[src/csp_pkg.sv]
/*
  Package for the clocked serial port: register offsets, field positions,
  reset values, timing constants and state enumeration.
  Assumes a single 50 MHz clock and a plain address/strobe register port.
*/
//==========================================================================
//==========================================================================
package csp_pkg;
  localparam int ADDR_W = 8;
  localparam logic [7:0] OFF_PORT_SEL = 8'h04;
  localparam logic [7:0] OFF_MODE_A = 8'h05;
  localparam logic [7:0] OFF_DATA_LO = 8'h06;
  localparam logic [7:0] OFF_DATA_HI = 8'h07;
  localparam logic [7:0] OFF_PIN_OPT = 8'h0c;
  localparam logic [7:0] OFF_MODE_B = 8'h28;
  localparam logic [7:0] OFF_STATUS = 8'h30;
  localparam logic [7:0] OFF_START = 8'h31;
  localparam logic [3:0] MODE_A_RST = 4'h0;
  localparam logic [1:0] PORT_SEL_RST = 2'h0;
  localparam logic [3:0] PIN_OPT_RST = 4'h0;
  localparam int CLK_PIN_BIT = 3;
  localparam int PMOS_OFF_BIT = 2;
  localparam int IN_FN_BIT = 1;
  localparam int OUT_FN_BIT = 0;
  localparam int DIV_BIT = 0;
  localparam int IDLE_BIT = 1;
  // Instruction cycle in ns and the derived count of ref_clk cycles.
  localparam int CLK_NS = 20;
  localparam int TCYC_NS = 1000;
  localparam int TCYC_CLKS = (TCYC_NS + CLK_NS - 1) / CLK_NS;
  localparam int MODE_DELAY_TCYC = 2;
  localparam logic [2:0] SRC_SYSCLK = 3'h6;
  localparam logic [2:0] SRC_EXT = 3'h7;
  localparam logic [2:0] BITS_LAST = 3'h7;
  typedef enum logic [1:0] {CSP_START_WAIT, CSP_CLK_WAIT, CSP_XFER, CSP_CONT}
    csp_state_t;
endpackage : csp_pkg

[src/csp_fifo.sv]
/*
  Small synchronous FIFO, read data registered.
  Assumes one clock and an active-low asynchronous reset.
*/
`timescale 1ns/100ps
`default_nettype none
module csp_fifo #(
  parameter int WIDTH = 8,
  parameter int DEPTH = 16
) (
  // Clock and reset
  input wire logic ref_clk,
  input wire logic nrst,
  // Fill side
  input wire logic in_valid,
  output logic in_ready,
  input wire logic [WIDTH-1:0] in_data,
  // Drain side
  output logic out_valid,
  input wire logic out_ready,
  output logic [WIDTH-1:0] out_data
);
  localparam int AW = $clog2(DEPTH);
  typedef struct packed {
    logic [AW:0] wp;
    logic [AW:0] rp;
    logic [WIDTH-1:0] dout;
    logic ov;
  } csp_fifo_st_t;
  csp_fifo_st_t s_q, s_d;
  logic [WIDTH-1:0] mem_q [DEPTH];
  logic push, pop, empty;
  logic [AW:0] used;
  assign empty = (s_q.wp == s_q.rp);
  assign used = s_q.wp - s_q.rp;
  // The output register is one of the DEPTH slots, so the FIFO never holds DEPTH + 1 words.
  assign in_ready = (used + {{AW{1'b0}}, s_q.ov}) < (AW+1)'(DEPTH);
  // A slot is emptied into the output register when the register is free.
  assign pop = !empty && (!s_q.ov || out_ready);
  assign push = in_valid && in_ready;
  assign out_valid = s_q.ov;
  assign out_data = s_q.dout;
  always_comb begin
    s_d = s_q;
    if (push) s_d.wp = s_q.wp + 1'b1;
    if (out_ready && s_q.ov) s_d.ov = 1'b0;
    if (pop) begin
      s_d.dout = mem_q[s_q.rp[AW-1:0]];
      s_d.ov = 1'b1;
      s_d.rp = s_q.rp + 1'b1;
    end
  end
  always_ff @(posedge ref_clk or negedge nrst) begin
    if (!nrst) s_q <= '0;
    else s_q <= s_d;
  end
  always_ff @(posedge ref_clk) begin
    if (push) mem_q[s_q.wp[AW-1:0]] <= in_data;
  end
endmodule : csp_fifo
`default_nettype wire

[src/csp_prescaler.sv]
/*
  Prescaler: one-cycle enable per instruction cycle and a free-running count.
  Assumes the 50 MHz ref_clk.
*/
`timescale 1ns/100ps
`default_nettype none
module csp_prescaler #(
  parameter int TCYC = 50
) (
  // Clock and reset
  input wire logic ref_clk,
  input wire logic nrst,
  // Timing outputs
  output logic tcyc_en,
  output logic [12:0] pre_cnt
);
  typedef struct packed {
    logic [15:0] div;
    logic [12:0] cnt;
  } csp_pre_st_t;
  csp_pre_st_t s_q, s_d;
  assign tcyc_en = (s_q.div == 16'(TCYC - 1));
  assign pre_cnt = s_q.cnt;
  always_comb begin
    s_d = s_q;
    s_d.div = tcyc_en ? 16'h0000 : s_q.div + 16'h0001;
    if (tcyc_en) s_d.cnt = s_q.cnt + 13'h0001;
  end
  always_ff @(posedge ref_clk or negedge nrst) begin
    if (!nrst) s_q <= '0;
    else s_q <= s_d;
  end
endmodule : csp_prescaler
`default_nettype wire

[src/csp_serial_port.sv]
/*
  Clocked serial port: mode registers, start strobe, 8-bit LSB-first
  shifter with internal or external clock, and a 16-word receive FIFO.
  Assumes a single ref_clk; the external clock pin is synchronous to it.
*/
`timescale 1ns/100ps
`default_nettype none
module csp_serial_port
  import csp_pkg::*;
#(
  parameter int FIFO_DEPTH = 16
) (
  // Clock and reset
  input wire logic ref_clk,
  input wire logic nrst,
  // Register port
  input wire logic [csp_pkg::ADDR_W-1:0] reg_addr,
  input wire logic [7:0] reg_wdata,
  input wire logic reg_wr,
  input wire logic reg_rd,
  output logic [7:0] reg_rdata,
  // Serial clock pin
  input wire logic sck_in,
  output logic sck_out,
  output logic sck_oe,
  // Serial data pins
  input wire logic si_in,
  output logic so_out,
  output logic so_oe,
  output logic so_pmos_on,
  // Event and receive stream
  output logic serial_irq_flag,
  output logic rx_valid,
  input wire logic rx_ready,
  output logic [7:0] rx_data
);
  //========================================================================
  // State
  //========================================================================
  typedef struct packed {
    csp_state_t st;
    logic [3:0] mode_a;
    logic [1:0] mode_b;
    logic [1:0] port_sel;
    logic [3:0] pin_opt;
    logic [7:0] shreg;
    logic [2:0] bits;
    logic irq;
    logic sck;
    logic sck_ext_prev;
    logic so;
    logic [1:0] hold;
    logic [7:0] rdata;
    logic push;
  } csp_st_t;
  csp_st_t s_q, s_d;
  logic tcyc_en;
  logic [12:0] pre_cnt;
  logic fifo_in_ready;
  logic wr_mode_a, wr_mode_b, wr_start, internal, tick;
  logic rise, fall, busy, can_tx, can_rx;
  logic [3:0] sel;
  logic [12:0] half_mask;
  logic tick_gated;
  logic irq_set;

  csp_prescaler #(.TCYC(TCYC_CLKS)) u_pre (
    .ref_clk(ref_clk),
    .nrst(nrst),
    .tcyc_en(tcyc_en),
    .pre_cnt(pre_cnt)
  );

  csp_fifo #(.WIDTH(8), .DEPTH(FIFO_DEPTH)) u_fifo (
    .ref_clk(ref_clk),
    .nrst(nrst),
    .in_valid(s_q.push),
    .in_ready(fifo_in_ready),
    .in_data(s_q.shreg),
    .out_valid(rx_valid),
    .out_ready(rx_ready),
    .out_data(rx_data)
  );

  //========================================================================
  // Decode and clock selection
  //========================================================================
  assign wr_mode_a = reg_wr && (reg_addr == OFF_MODE_A);
  assign wr_mode_b = reg_wr && (reg_addr == OFF_MODE_B);
  assign wr_start = reg_wr && (reg_addr == OFF_START);
  assign internal = (s_q.mode_a[2:0] != SRC_EXT);
  assign busy = (s_q.st == CSP_XFER);
  assign sel = {s_q.mode_b[DIV_BIT], s_q.mode_a[2:0]};
  // Half period mask: table period 4..8192 tcyc, toggling every half.
  always_comb begin
    unique case (sel)
      4'h0: half_mask = 13'h07ff;
      4'h1: half_mask = 13'h01ff;
      4'h2: half_mask = 13'h007f;
      4'h3: half_mask = 13'h001f;
      4'h4: half_mask = 13'h0007;
      4'h5: half_mask = 13'h0001;
      4'h8: half_mask = 13'h0fff;
      4'h9: half_mask = 13'h03ff;
      4'ha: half_mask = 13'h00ff;
      4'hb: half_mask = 13'h003f;
      4'hc: half_mask = 13'h000f;
      4'hd: half_mask = 13'h0003;
      default: half_mask = 13'h0000;
    endcase
  end
  // System clock source toggles every instruction cycle.
  assign tick = (s_q.mode_a[2:0] == SRC_SYSCLK) ? tcyc_en
              : tcyc_en && ((pre_cnt & half_mask) == half_mask);
  assign tick_gated = tick && (s_q.hold == 2'h0) && s_q.mode_a[CLK_PIN_BIT];
  assign fall = internal ? (tick_gated && s_q.sck) : (s_q.sck_ext_prev && !sck_in);
  assign rise = internal ? (tick_gated && !s_q.sck) : (!s_q.sck_ext_prev && sck_in);
  // Port select bits steer direction (00 continuous on internal clock, 01 tx, 10 rx, 11 both).
  assign can_tx = s_q.port_sel[OUT_FN_BIT];
  assign can_rx = s_q.port_sel[IN_FN_BIT];

  //========================================================================
  // Next state
  //========================================================================
  always_comb begin
    s_d = s_q;
    s_d.push = 1'b0;
    irq_set = 1'b0;
    s_d.sck_ext_prev = sck_in;
    s_d.rdata = 8'h00;
    if (tcyc_en && s_q.hold != 2'h0) s_d.hold = s_q.hold - 2'h1;
    // Clock runs in every state except start wait: clock wait, transfer and continuous.
    if (internal && s_q.st != CSP_START_WAIT && (fall || rise)) s_d.sck = !s_q.sck;
    unique case (s_q.st)
      CSP_START_WAIT: s_d.sck = 1'b1;
      CSP_CLK_WAIT: begin
        if (fall) begin
          if (internal && s_q.port_sel == 2'h0) s_d.st = CSP_CONT;
          else s_d.st = CSP_XFER;
        end
      end
      CSP_XFER: begin
        if (rise) begin
          s_d.bits = s_q.bits + 3'h1;
          if (can_rx) s_d.shreg = {si_in, s_q.shreg[7:1]};
          else s_d.shreg = {1'b0, s_q.shreg[7:1]};
          if (s_q.bits == BITS_LAST) begin
            s_d.bits = 3'h0;
            irq_set = 1'b1;
            s_d.push = can_rx && fifo_in_ready;
            s_d.st = internal ? CSP_START_WAIT : CSP_CLK_WAIT;
          end
        end
      end
      CSP_CONT: ;
    endcase
    // Output bit changes on the falling edge, LSB first.
    if (fall && (s_q.st == CSP_CLK_WAIT || busy) && can_tx) s_d.so = s_q.shreg[0];
    if (reg_wr) begin
      unique case (reg_addr)
        OFF_PORT_SEL: s_d.port_sel = reg_wdata[1:0];
        OFF_PIN_OPT: s_d.pin_opt = reg_wdata[3:0];
        OFF_DATA_LO: s_d.shreg[3:0] = reg_wdata[3:0];
        OFF_DATA_HI: s_d.shreg[7:4] = reg_wdata[3:0];
        default: ;
      endcase
    end
    if (wr_mode_b) begin
      s_d.mode_b = reg_wdata[1:0];
      if (!busy) s_d.so = reg_wdata[IDLE_BIT];
    end
    if (wr_start) begin
      s_d.bits = 3'h0;
      if (busy) irq_set = 1'b1;
      s_d.st = CSP_CLK_WAIT;
    end
    if (wr_mode_a) begin
      s_d.mode_a = reg_wdata[3:0];
      s_d.bits = 3'h0;
      s_d.st = CSP_START_WAIT;
      s_d.sck = 1'b1;
      s_d.hold = 2'(MODE_DELAY_TCYC);
      if (busy) irq_set = 1'b1;
    end
    // A set in the same cycle as a clear wins, so no end of transfer is ever lost.
    if (irq_set) s_d.irq = 1'b1;
    else if (reg_wr && reg_addr == OFF_STATUS && reg_wdata[0]) s_d.irq = 1'b0;
    if (reg_rd) begin
      unique case (reg_addr)
        OFF_DATA_LO: s_d.rdata = {4'h0, s_q.shreg[3:0]};
        OFF_DATA_HI: s_d.rdata = {4'h0, s_q.shreg[7:4]};
        OFF_STATUS: s_d.rdata = {3'h0, s_q.bits, busy, s_q.irq};
        default: s_d.rdata = 8'h00;
      endcase
    end
  end

  always_ff @(posedge ref_clk or negedge nrst) begin
    if (!nrst) begin
      s_q <= '0;
      s_q.st <= CSP_START_WAIT;
      s_q.mode_a <= MODE_A_RST;
      s_q.port_sel <= PORT_SEL_RST;
      s_q.pin_opt <= PIN_OPT_RST;
      s_q.mode_b <= 2'b00; // Idle bit has no defined value; zero is one.
      s_q.sck <= 1'b1;
      // The clock pin idles high; a low start here would fake an edge after reset.
      s_q.sck_ext_prev <= 1'b1;
    end else begin
      s_q <= s_d;
    end
  end

  //========================================================================
  // Outputs
  //========================================================================
  assign reg_rdata = s_q.rdata;
  assign sck_out = s_q.sck;
  assign sck_oe = s_q.mode_a[CLK_PIN_BIT] && internal;
  assign so_out = s_q.so;
  assign so_oe = s_q.port_sel[OUT_FN_BIT];
  assign so_pmos_on = !s_q.pin_opt[PMOS_OFF_BIT];
  assign serial_irq_flag = s_q.irq;
endmodule : csp_serial_port
`default_nettype wire

[config.mk]
export PLATFORM = sky130hd
export DESIGN_NAME = csp_serial_port
export DESIGN_NICKNAME = d
export VERILOG_FILES = /design/src/csp_pkg.sv /design/src/csp_fifo.sv /design/src/csp_prescaler.sv /design/src/csp_serial_port.sv
export SDC_FILE = /design/constraint.sdc
export NUM_CORES = 1
export LEC_CHECK = 0
export BUFFER_PORTS_ARGS = -buffer_cell sky130_fd_sc_hd__buf_2
export CAP_MARGIN = 30
export CORE_ASPECT_RATIO = 2
export CORE_UTILIZATION = 62
export DETAILED_ROUTE_END_ITERATION = 8
export GPL_TIMING_DRIVEN = 0
export MAX_ROUTING_LAYER = met4
export PLACE_DENSITY = 0.76
export SETUP_SLACK_MARGIN = 0.4
export SLEW_MARGIN = 20
export SYNTH_ARGS = -nofsm -noshare
export SYNTH_HDL_FRONTEND = slang
export SYNTH_HIERARCHICAL = 1
export SYNTH_SLANG_ARGS = --single-unit
[constraint.sdc]
create_clock -name ref_clk -period 9.8 [get_ports ref_clk]
set_input_delay 2.45 -clock ref_clk [delete_from_list [all_inputs] [get_ports ref_clk]]
set_output_delay 2.45 -clock ref_clk [all_outputs]
set_load 0.01 [all_outputs]
==> results summary, run 1 <==
Summed over all cells, the static leakage comes to 4.17 nW. The most prevalent standard cell on the critical path is sky130_fd_sc_hd__buf_2. The average detailed-routed wire length per instance is between 20 and 25 um. The fraction of the core area covered by cells at the end of the flow came out at 70.8%. The count of pins over their slew limit is 0. The largest individual stage delay along the critical path comes from the cell sky130_fd_sc_hd__dfrtp_1. The total overflow left after global routing is 0. The number of buffers on the longest clock path is 3.

The sink count of the clock tree is 208. The path class of the tightest hold or removal check is reg -> reg. The final estimated routing congestion in global placement came out at 0.890.

The source-to-sink clock delay at the later pin of the worst-skew pair is 0.48 ns. Setup violations remaining at the end of the flow were counted as 0. The mean post-synth cell area is 14.2 um^2. The endpoint arrival time on the critical path is 1.62 ns. The timing-limited maximum frequency is 246 MHz.

The cell row count came out at 63. The hold-fix buffer count after cts is 0. The maximum number of pins on one net before global-route repair is 60. The cell chosen for the clock root is sky130_fd_sc_hd__clkbuf_16. The sum of net half-perimeters after detailed placement is 13.7 mm. The post-cts resize count came out at 0. The worst setup path is launched from a register.

Setup repair after global routing left no endpoint under its margin. Relative to the synthesized area, the layout overhead comes to 11.9%. In this run the cell area measured after placement is 9860 um^2.

The number of buffers added on ports came out at 37. The number of iterations in the first detailed-routing pass is 5. The global-route usage over all layers is 27.7%. The count of mapped cells out of synthesis is approximately 660.

The first global-routing pass estimated 30.6 mm of wire. The final critical path takes up 41.5% of the cycle. The count of fill cells added during filler insertion came out at just over 1k. After routing the design area is 10500 um^2. The count of routing violations after the opening detailed-route iteration came out at 336.

The floorplan step set the die width to 89.0 um. The remaining max-slew budget at the tightest pin came out at approximately two fifths. 46 I/O pins were placed. The CTS clock-pin slew for the worst setup and hold paths came out at 0.07 ns. The tightest hold path in the finished design has a slack of approximately 0.47 ns.

The slew at the pin closest to its max-slew limit came out at 0.907 ns. The worst setup path is of the reg -> out kind. The detail route stage leaves a number of antenna-violating nets equal to 0.

The die area is 15600 um^2. The setup fix buffers added after clock tree synthesis came out at 0. 0 antenna diodes ended up in the layout. The maximum resistive drop on vdd is 0.167 mV.

The highest fanout seen on the critical path is 9. The number of buffers inserted during clock tree synthesis is 19. The run finished with clean final reports. The floorplan step defined a core boundary enclosing 14800 um^2. The via count of the first global-routing pass is 5809. The mean number of vias per cell came out at 5.92. The number of max-capacitance violations reported is 0. The initial core utilization came out at 63.3%. The number of synthesis warnings came out at 6.

The total number of vias came out at about 5.5k. The critical path launch point is s_q[36]. The number of nets in the finished design is between 700 and 800.

The synthesized netlist occupies a cell area of about 9400 um^2. In this run the number of H-tree levels came out at 1. The number of antenna violations at the first check in global routing is 0.

The routed wire length came out at 19.6 mm. The final setup skew is 0.00979 ns. The setup total negative slack is 0 ns. STA puts the critical path data required time at 7.35 ns.

The power density over cell area came out at around 220 nW/um^2. For this run, the slowest stage of the critical path takes about 0.33 ns. The signal on the critical path passes through buf_2, nand3_1, nand2_1, inv_1, buf_2. TritonCTS built the clock tree. The die span in y came out at 176 um. In this run the critical register-to-register path is launched from u_fifo/s_q[10].

STA classifies the critical path endpoint as a primary output. Counting I/O delays and the setup requirement, the final critical path takes 4.07 ns. In this run the most critical hold path is launched from u_pre/pre_cnt[11]. The number of hold-slack violations in the final timing report is 0. The share of final-layout standard cells stronger than drive strength 1 is a little under a quarter. After detailed routing, the number of remaining DRC violations is 0.
==> per-layer routing <==
metal,wire [um],track usage (%)
met1,6500,27.4
met2,11500,51.5
met3,602,2.77
met4,1030,14.3
met5,0,-
==> metrics by stage <==
| stage | worst slack (ns) | total power [mW] | instances |
|---|---|---|---|
| 2_1_floorplan | 5.85 | 1.44 | 664 |
| 3_5_place_dp | 5.49 | 1.60 | 897 |
| 3_3_place_gp | 5.49 | 1.58 | 896 |
| 4_1_cts | 5.74 | 2.34 | 930 |
| 6_report | 5.73 | 2.33 | 930 |
| 5_1_grt | 5.61 | 2.42 | 930 |
==> path summary, 6_finish.rpt <==
kind / endpoint / slack [ns] / cells after the start
max: sck_oe / 5.73 / 5
min: u_pre/pre_cnt[11] / 0.47 / 1
max reg2reg: u_fifo/mem_q[9][1] / 5.83 / 11
min reg2reg: u_pre/pre_cnt[11] / 0.47 / 1
max in group asynchronous: s_q[12] / 7.30 / 2
min in group asynchronous: u_fifo/s_q[10] / 1.88 / 1
==> state kept, by name (all words and copies together) (netlist names) <==
| signal | count |
|---|---|
| so_oe | 1 |
| u_fifo/s_q | 10 |
| u_fifo/out_valid | 1 |
| can_rx | 1 |
| serial_irq_flag | 1 |
| reg_rdata | 5 |
| sck_out | 1 |
| so_out | 1 |
| s_q | 23 |
| u_pre/pre_cnt | 12 |
| u_fifo/out_data | 8 |
| u_fifo/mem_q | 128 |
| u_pre/s_q | 16 |
==> report_power, final <==
group	leakage [nW]	internal, mW	switching [mW]
combinational	1.65	0.266	0.307
sequential	2.21	0.976	0.0394
clock	0.301	0.435	0.308
==> critical path, delay by kind of cell (launching register included) <==
kind	cells	cell delay [ns]
buffers and inverters	3	0.38
DFF	1	0.33
and+or+nand+nor	2	0.42
==> cells in the final DEF (no fill, tap or decap), types with 11 or more instances in the layout <==
master and instances:
sky130_fd_sc_hd__a21oi_1 22, sky130_fd_sc_hd__nand2b_1 11, sky130_fd_sc_hd__buf_4 31, sky130_fd_sc_hd__mux2i_1 17, sky130_fd_sc_hd__clkbuf_16 19, sky130_fd_sc_hd__nor3_1 13
sky130_fd_sc_hd__inv_1 22, sky130_fd_sc_hd__dfrtp_1 78, sky130_fd_sc_hd__nand2_1 43, sky130_fd_sc_hd__edfxtp_1 128, sky130_fd_sc_hd__ha_1 21, sky130_fd_sc_hd__buf_2 42
sky130_fd_sc_hd__xnor2_1 28, sky130_fd_sc_hd__nand3_1 24, sky130_fd_sc_hd__nor2_1 47, sky130_fd_sc_hd__clkbuf_1 13, sky130_fd_sc_hd__mux4_2 32
==> layout make-up <==
class / instances / area, um^2 / share of cell area (%)
inverters: 23 / 86.3 / 0.823
clock buffers: 26 / 532 / 5.07
multi-input cells: 382 / 3120 / 29.7
well taps: 195 / 244 / 2.33
clock inverters: 7 / 93.8 / 0.895
flip-flops and latches: 208 / 5850 / 55.8
repair buffers: 38 / 215 / 2.05
plain buffers: 51 / 349 / 3.33
Power figures use the tool's default switching activity.
==> run 2, diff against run 1 <==
Settings changed: ABC_AREA from default to 1, CORE_UTILIZATION 62 to 56, PLACE_DENSITY 0.76 to 0.72.
Clock period 9.8 ns to 3.25 ns, I/O delays scaled along.
==> results summary, run 2 <==
The flow ran to the end, and the final reports show no timing, DRC or antenna violations. The leading cell type in the layout, fill and taps excluded is sky130_fd_sc_hd__nand2_1. Setup slack on the critical path of the routed design comes to 0.509 ns. The core area is roughly 18000 um^2. The number of placed cells counting well taps came out at 1441. The die covers 19300 um^2. The fraction of the cycle the final worst path needs is a little over four fifths. The power density over cell area is approximately 650 nW/um^2. At the worst endpoint, the required time is 3.42 ns. The hold-fix buffer count after cts came out at 0. The count of H-tree levels built during CTS came out at 1. The initial core utilization came out at between 50% and 60%. The relative area change from synthesis to final layout is 12.5%.

The routed wire length came out at 24.7 mm. The number of antenna violations at the first check in global routing is 0. The maximum number of pins on one net before global-route repair came out at 57. The count of inserted antenna diode cells came out at 0. The static leakage power came out at about 5.5 nW. The worst hold path belongs to the class in -> async. The endpoint arrival time on the critical path is 2.91 ns.

In the routed layout, each cell is associated on average with a via count of 5.42. Setup repair after global routing left no endpoint under its margin. The number of iterations in the first detailed-routing pass came out at 5. The setup check on the worst reg-to-reg path leaves a slack of 0.51 ns. The number of placed I/O pins is 46. The average detailed-routed wire length per instance came out at ~17 um. The maximum resistive drop on vdd came out at 0.537 mV. The count of pins over their slew limit was 0. The count of mapped cells out of synthesis came out at ~1.2k. Detailed routing inserted a total of 8002 vias. The root buffer cell chosen for the clock tree is sky130_fd_sc_hd__clkbuf_16.

The sum of net half-perimeters after detailed placement came out at approximately 18 mm. In this run the worst setup path begins at u_fifo/s_q[10]. The netlist area before placement came out at 10500 um^2. The via count of the first global-routing pass is a little under 8k.

The total design power came out at 7.64 mW. The remaining global-route overflow came out at 0. The clock tree from TritonCTS is built.

In the layout the commonest cells are 388 x sky130_fd_sc_hd__nand2_1, 143 x sky130_fd_sc_hd__inv_1, 135 x sky130_fd_sc_hd__nand3_1, 128 x sky130_fd_sc_hd__edfxtp_1. The fraction of power spent switching nets came out at 34.2%. The clock drives 208 sinks. The proportion of power drawn by combinational gates is 30.7%. The final setup skew is 0.00987 ns. In this run, flip-flops and latches consume 40.5% of the power. The slew at the pin closest to its max-slew limit is 0.827 ns. The timing-limited maximum frequency came out at 365 MHz. The number of buffers added on ports came out at 38. In this run the critical register-to-register path is launched from u_fifo/s_q[10]. The startpoint type of the worst setup path is a register.

The number of cells on the worst reg-to-reg path is 13. In this run, CTS created clock tree buffers numbering 19. The cell area after placement is 11000 um^2. The final instance area came out at between 10000 and 15000 um^2. The mean post-synth cell area came out at roughly 9 um^2. The CTS clock-pin slew for the worst setup and hold paths is 0.07 ns. The switching power is 2.61 mW. The flip-flop count of the largest register after layout came out at 128. The post-detailed-route DRC marker count came out at 0. Setup violations remaining at the end of the flow were counted as 0. The number of standard cells in the layout, taps in and fillers out came out at 1477.

Max-cap violations in this run came to 0. After filler insertion, the fill cell instance count of the layout stands at 1546. The clock network burns 28.8% of the power. The endpoint class of the critical path is a register. The count of routing violations after the opening detailed-route iteration is about 530.

Across every metal layer, demand over resource in global routing totals 27.4%. The highest fanout seen on the critical path came out at 10. For this run, the number of Yosys warnings is 6. The die width is 98.8 um. The number of nets in the finished design came out at 1293. The final period demand of the worst path is 2.74 ns. In this run the critical register-to-register path is captured at u_fifo/mem_q[7][6]. The cell row count is 70.

The number of hold-slack violations in the final timing report was 0. The number of buffers on the longest clock path is 3. The setup total negative slack came out at 0 ns. The share of final-layout standard cells stronger than drive strength 1 is 13.7%. The later pin in the worst-skew pair is clocked with a latency of roughly 0.49 ns. The detail route stage leaves a number of antenna-violating nets equal to 0. The pre-CTS worst setup slack came out at -0.0458 ns. The global-route wire length before repair came out at between 30 and 40 mm.

Internal power comes to 5.03 mW. The last element of the critical path is u_fifo/mem_q[7][6]. The final estimated routing congestion in global placement came out at 0.885. The die span in y came out at between 150 and 200 um.

The remaining max-slew budget at the tightest pin came out at 44.9%. The worst setup path is of the reg -> reg kind.
[run 2: layer usage]
| layer | track usage [%] | vias to the layer above | wire length (um) |
|---|---|---|---|
| li1 | - | 3899 | - |
| met1 | 26.7 | 3819 | 8510 |
| met2 | 52.5 | 206 | 14100 |
| met3 | 2.65 | 78 | 930 |
| met4 | 13.3 | 0 | 1150 |
| met5 | - | - | 0 |
[run 2: layout make-up]
class	instances	area, um^2	area share, %
Sequential cell	208	5850	49.6
Multi-Input combinational cell	764	3720	31.6
Inverter	154	584	4.95
Clock buffer	24	494	4.19
Buffer	60	494	4.19
Timing Repair Buffer	42	280	2.38
Tap cell	216	270	2.29
Clock inverter	9	103	0.870
[run 2: what timing repair did]
action	4_1_cts	5_1_grt
setup buffers	2	1
gates resized for setup	29	13
setup endpoints to repair	128	128
pin swaps	2	3
[run 2: power by group through the flow]
| stage | combinational, mW | sequential [mW] | clock [mW] |
|---|---|---|---|
| 2_1_floorplan | 1.63 | 3.10 | 0 |
| 3_3_place_gp | 2.25 | 3.15 | 0 |
| 3_5_place_dp | 2.29 | 3.15 | 0 |
| 4_1_cts | 2.32 | 3.10 | 2.24 |
| 5_1_grt | 2.60 | 3.12 | 2.32 |
| 6_report | 2.34 | 3.10 | 2.20 |
[run 2: how the worst min path moves through the flow]
stage / startpoint / to / slack [ns] / depth (start not counted)
4_1_cts: nrst / u_pre/pre_cnt[4] / 0.25 / 1
6_report: nrst / u_pre/pre_cnt[6] / 0.24 / 1
3_5_place_dp: u_fifo/s_q[13] / u_fifo/s_q[13] / 0.49 / 2
2_1_floorplan: u_pre/s_q[13] / u_pre/s_q[13] / 0.45 / 1
5_1_grt: nrst / u_pre/pre_cnt[10] / 0.27 / 1
3_3_place_gp: u_pre/s_q[13] / u_pre/s_q[13] / 0.48 / 1
[run 2: stage by stage]
stage | hold WS (ns) | util [%]
finish | 0.240 | 64.4
global placement | 0.478 | 59.8
detailed placement | 0.494 | 60.0
global route | 0.267 | 64.4
CTS | 0.246 | 64.0
floorplan | 0.455 | -
[run 2: critical path: stages (launching register included)]
cell and delay [ns]:
sky130_fd_sc_hd__dfrtp_1 0.35, sky130_fd_sc_hd__clkbuf_4 0.20, sky130_fd_sc_hd__inv_4 0.07, sky130_fd_sc_hd__buf_6 0.14
sky130_fd_sc_hd__ha_1 0.32, sky130_fd_sc_hd__ha_1 0.30, sky130_fd_sc_hd__nand3_1 0.08, sky130_fd_sc_hd__nand2_1 0.05
sky130_fd_sc_hd__nand2_1 0.09, sky130_fd_sc_hd__nand2_1 0.09, sky130_fd_sc_hd__nand2_1 0.10, sky130_fd_sc_hd__nand3_2 0.14
sky130_fd_sc_hd__buf_12 0.20, sky130_fd_sc_hd__nor2_4 0.27
==> run 3, diff against run 2 <==
Settings changed: CORE_UTILIZATION 56 to 62, PLACE_DENSITY 0.72 to 0.76.
Clock period 3.25 ns to 2.6 ns, I/O delays scaled along.
==> results summary, run 3 (synthesis results as in run 2) <==
The cell area after placement is 11200 um^2. TritonCTS built the clock tree. After clock tree synthesis, the flow added hold-fix buffers numbering 0.

The static leakage power is 5.70 nW. The type of the most critical hold path is in -> async. Setup repair after global routing could not meet its margin everywhere. The number of antenna diodes in the final layout is 0. The endpoint of the worst register-to-register path is u_fifo/mem_q[3][4].

At the worst endpoint, the required time is 2.76 ns. The CTS clock-pin slew for the worst setup and hold paths is 0.07 ns. Entering global routing, the biggest net connects 47 pins. The final setup skew came out at 0.0167 ns. The remaining global-route overflow is 0. The number of buffers added on ports is 38. The worst setup path is of the reg -> reg kind. Detailed routing inserted a total of 8308 vias. The fraction of the core area covered by cells at the end of the flow came out at 74.9%. The count of pins over their slew limit came out at 0. The number of max-capacitance violations reported came out at 0. The slew at the pin closest to its max-slew limit is 0.761 ns. The mean number of vias per cell came out at 5.58. The source-to-sink clock delay at the later pin of the worst-skew pair came out at 0.49 ns.

The remaining max-slew budget at the tightest pin came out at slightly below 50%. The die width came out at around 94 um. STA classifies the critical path endpoint as a register. The die area came out at 17500 um^2. The number of nets in the finished design came out at 1318.

The number of placed I/O pins is 46. Detailed placement ended at an HPWL of 17.4 mm. The timing-limited maximum frequency came out at approximately 420 MHz. The worst reg-to-reg setup slack came out at between 0.2 and 0.25 ns. The maximum resistive drop on vdd came out at ~0.62 mV.

The average detailed-routed wire length per instance is around 17 um. Clock tree synthesis found a total of around 210 sinks. The power density over cell area came out at slightly above 800 nW/um^2. The leading cell type in the layout, fill and taps excluded is sky130_fd_sc_hd__nand2_1. The number of iterations in the first detailed-routing pass is 5.

The number of hold-slack violations in the final timing report is 0. Clock tree synthesis selected as its root buffer the cell sky130_fd_sc_hd__clkbuf_16. The number of cells on the worst reg-to-reg path is 13. The global-route wire length before repair is around 41 mm. The relative area change from synthesis to final layout is 17.3%.

The routed wire length came out at 25.8 mm. The flow ran to the end, and the final reports show no timing, DRC or antenna violations. The initial core utilization came out at 63.8%.

The highest fanout seen on the critical path is 8. The die span in y is 186 um. The post-detailed-route count of antenna-violating nets came out at 0. The final estimated routing congestion in global placement is 0.876. The register with the most flip-flops in the layout has between 100 and 150 of them.

The number of antenna violations at the first check in global routing is 0. The count of routing violations after the opening detailed-route iteration came out at 509. After layout, the worst path uses 91.1% of the clock period.

In this run the number of H-tree levels came out at 1. The final setup violation count came out at 0. The startpoint type of the worst setup path is a register.

The critical path launch point is u_fifo/s_q[10]. The setup total negative slack came out at 0 ns. In the layout the commonest cells are 384 x sky130_fd_sc_hd__nand2_1, 143 x sky130_fd_sc_hd__inv_1, 131 x sky130_fd_sc_hd__nand3_1, 128 x sky130_fd_sc_hd__edfxtp_1, 76 x sky130_fd_sc_hd__nor2_1. The global-route usage over all layers is between 30% and 40%. The share of final-layout standard cells stronger than drive strength 1 is roughly 18%. For this run, design rule violations remaining after detail routing come to 0.

The source of the worst register-to-register timing path is u_fifo/s_q[10]. The number of buffers on the longest clock path is 3. The core area came out at 16400 um^2. The final period demand of the worst path came out at 2.37 ns. The via count of the first global-routing pass is 8375.

The cell row count came out at 66. The final instance area is ~12000 um^2. STA puts the critical path data arrival time at 2.52 ns. The number of buffers inserted during clock tree synthesis came out at 18.
[run 3: cell types whose count changed in the layout (fill, tap and decap cells not counted), moves of 4 or more]
cell                      previous run  this run
sky130_fd_sc_hd__nand3_1           135       131
sky130_fd_sc_hd__dfrtp_2             0         7
sky130_fd_sc_hd__ha_1               21        16
sky130_fd_sc_hd__dfrtp_1            78        71
sky130_fd_sc_hd__ha_4                0         4
sky130_fd_sc_hd__buf_4              32        50
sky130_fd_sc_hd__buf_12              4        12
sky130_fd_sc_hd__nand2_1           388       384
[run 3: how the worst max path moves through the flow]
stage	endpoint	cells past startpoint
after floorplan	u_fifo/mem_q[12][0]	12
after global placement	u_fifo/mem_q[6][6]	12
after detailed placement	s_q[19]	11
after CTS	u_fifo/mem_q[5][6]	13
after global routing	u_fifo/mem_q[3][5]	12
final	u_fifo/mem_q[3][4]	13
[run 3: metrics by stage]
stage | cells | hold slack (ns) | total power, mW | setup WS [ns]
finish | 1490 | 0.170 | 10.1 | 0.232
floorplan | 1186 | 0.354 | 5.97 | 0.370
detailed placement | 1429 | 0.484 | 6.87 | 0.0338
global route | 1490 | 0.218 | 10.5 | 0.127
global placement | 1428 | 0.477 | 6.81 | 0.0558
CTS | 1483 | 0.196 | 10.0 | 0.271
[run 3: power by group]
part / internal (mW) / switching [mW] / total [mW]
combinational: 1.17 / 2.01 / 3.18
clock: 1.84 / 1.18 / 3.02
sequential: 3.69 / 0.206 / 3.90
[run 3: repair_timing]
action	4_1_cts	5_1_grt
endpoints found under the setup margin	146	142
cloned	1	0
pin swaps	21	10
gates resized for setup	18	13
buffers inserted	21	7
[run 3: critical path, cell delays in order, from the launching register on]
cell	delay, ns
sky130_fd_sc_hd__dfrtp_1	0.38
sky130_fd_sc_hd__buf_6	0.13
sky130_fd_sc_hd__inv_8	0.03
sky130_fd_sc_hd__buf_8	0.11
sky130_fd_sc_hd__ha_4	0.26
sky130_fd_sc_hd__ha_4	0.19
sky130_fd_sc_hd__nand3_2	0.05
sky130_fd_sc_hd__nand2_2	0.07
sky130_fd_sc_hd__nand2_4	0.08
sky130_fd_sc_hd__nand2_2	0.07
sky130_fd_sc_hd__nand2_2	0.08
sky130_fd_sc_hd__nand3_4	0.13
sky130_fd_sc_hd__buf_12	0.19
sky130_fd_sc_hd__nor2_4	0.25
[run 3: area by class of cell]
cell class,count,area (um^2)
clock buffer,22,487
sequential,208,5860
multi-input combinational,764,3850
clock inverter,10,178
timing repair buffer,68,576
inverter,154,597
buffer,60,505
fill,1181,4130
tap,204,255
[run 3: layer usage]
layer / share of wire [%] / vias up / global-route usage (%)
met2: 56 / 305 / 60.6
met1: 34 / 3964 / 31.6
met5: 0 / - / -
met4: 5.3 / 0 / 17.1
li1: - / 3947 / -
met3: 4.3 / 92 / 2.70
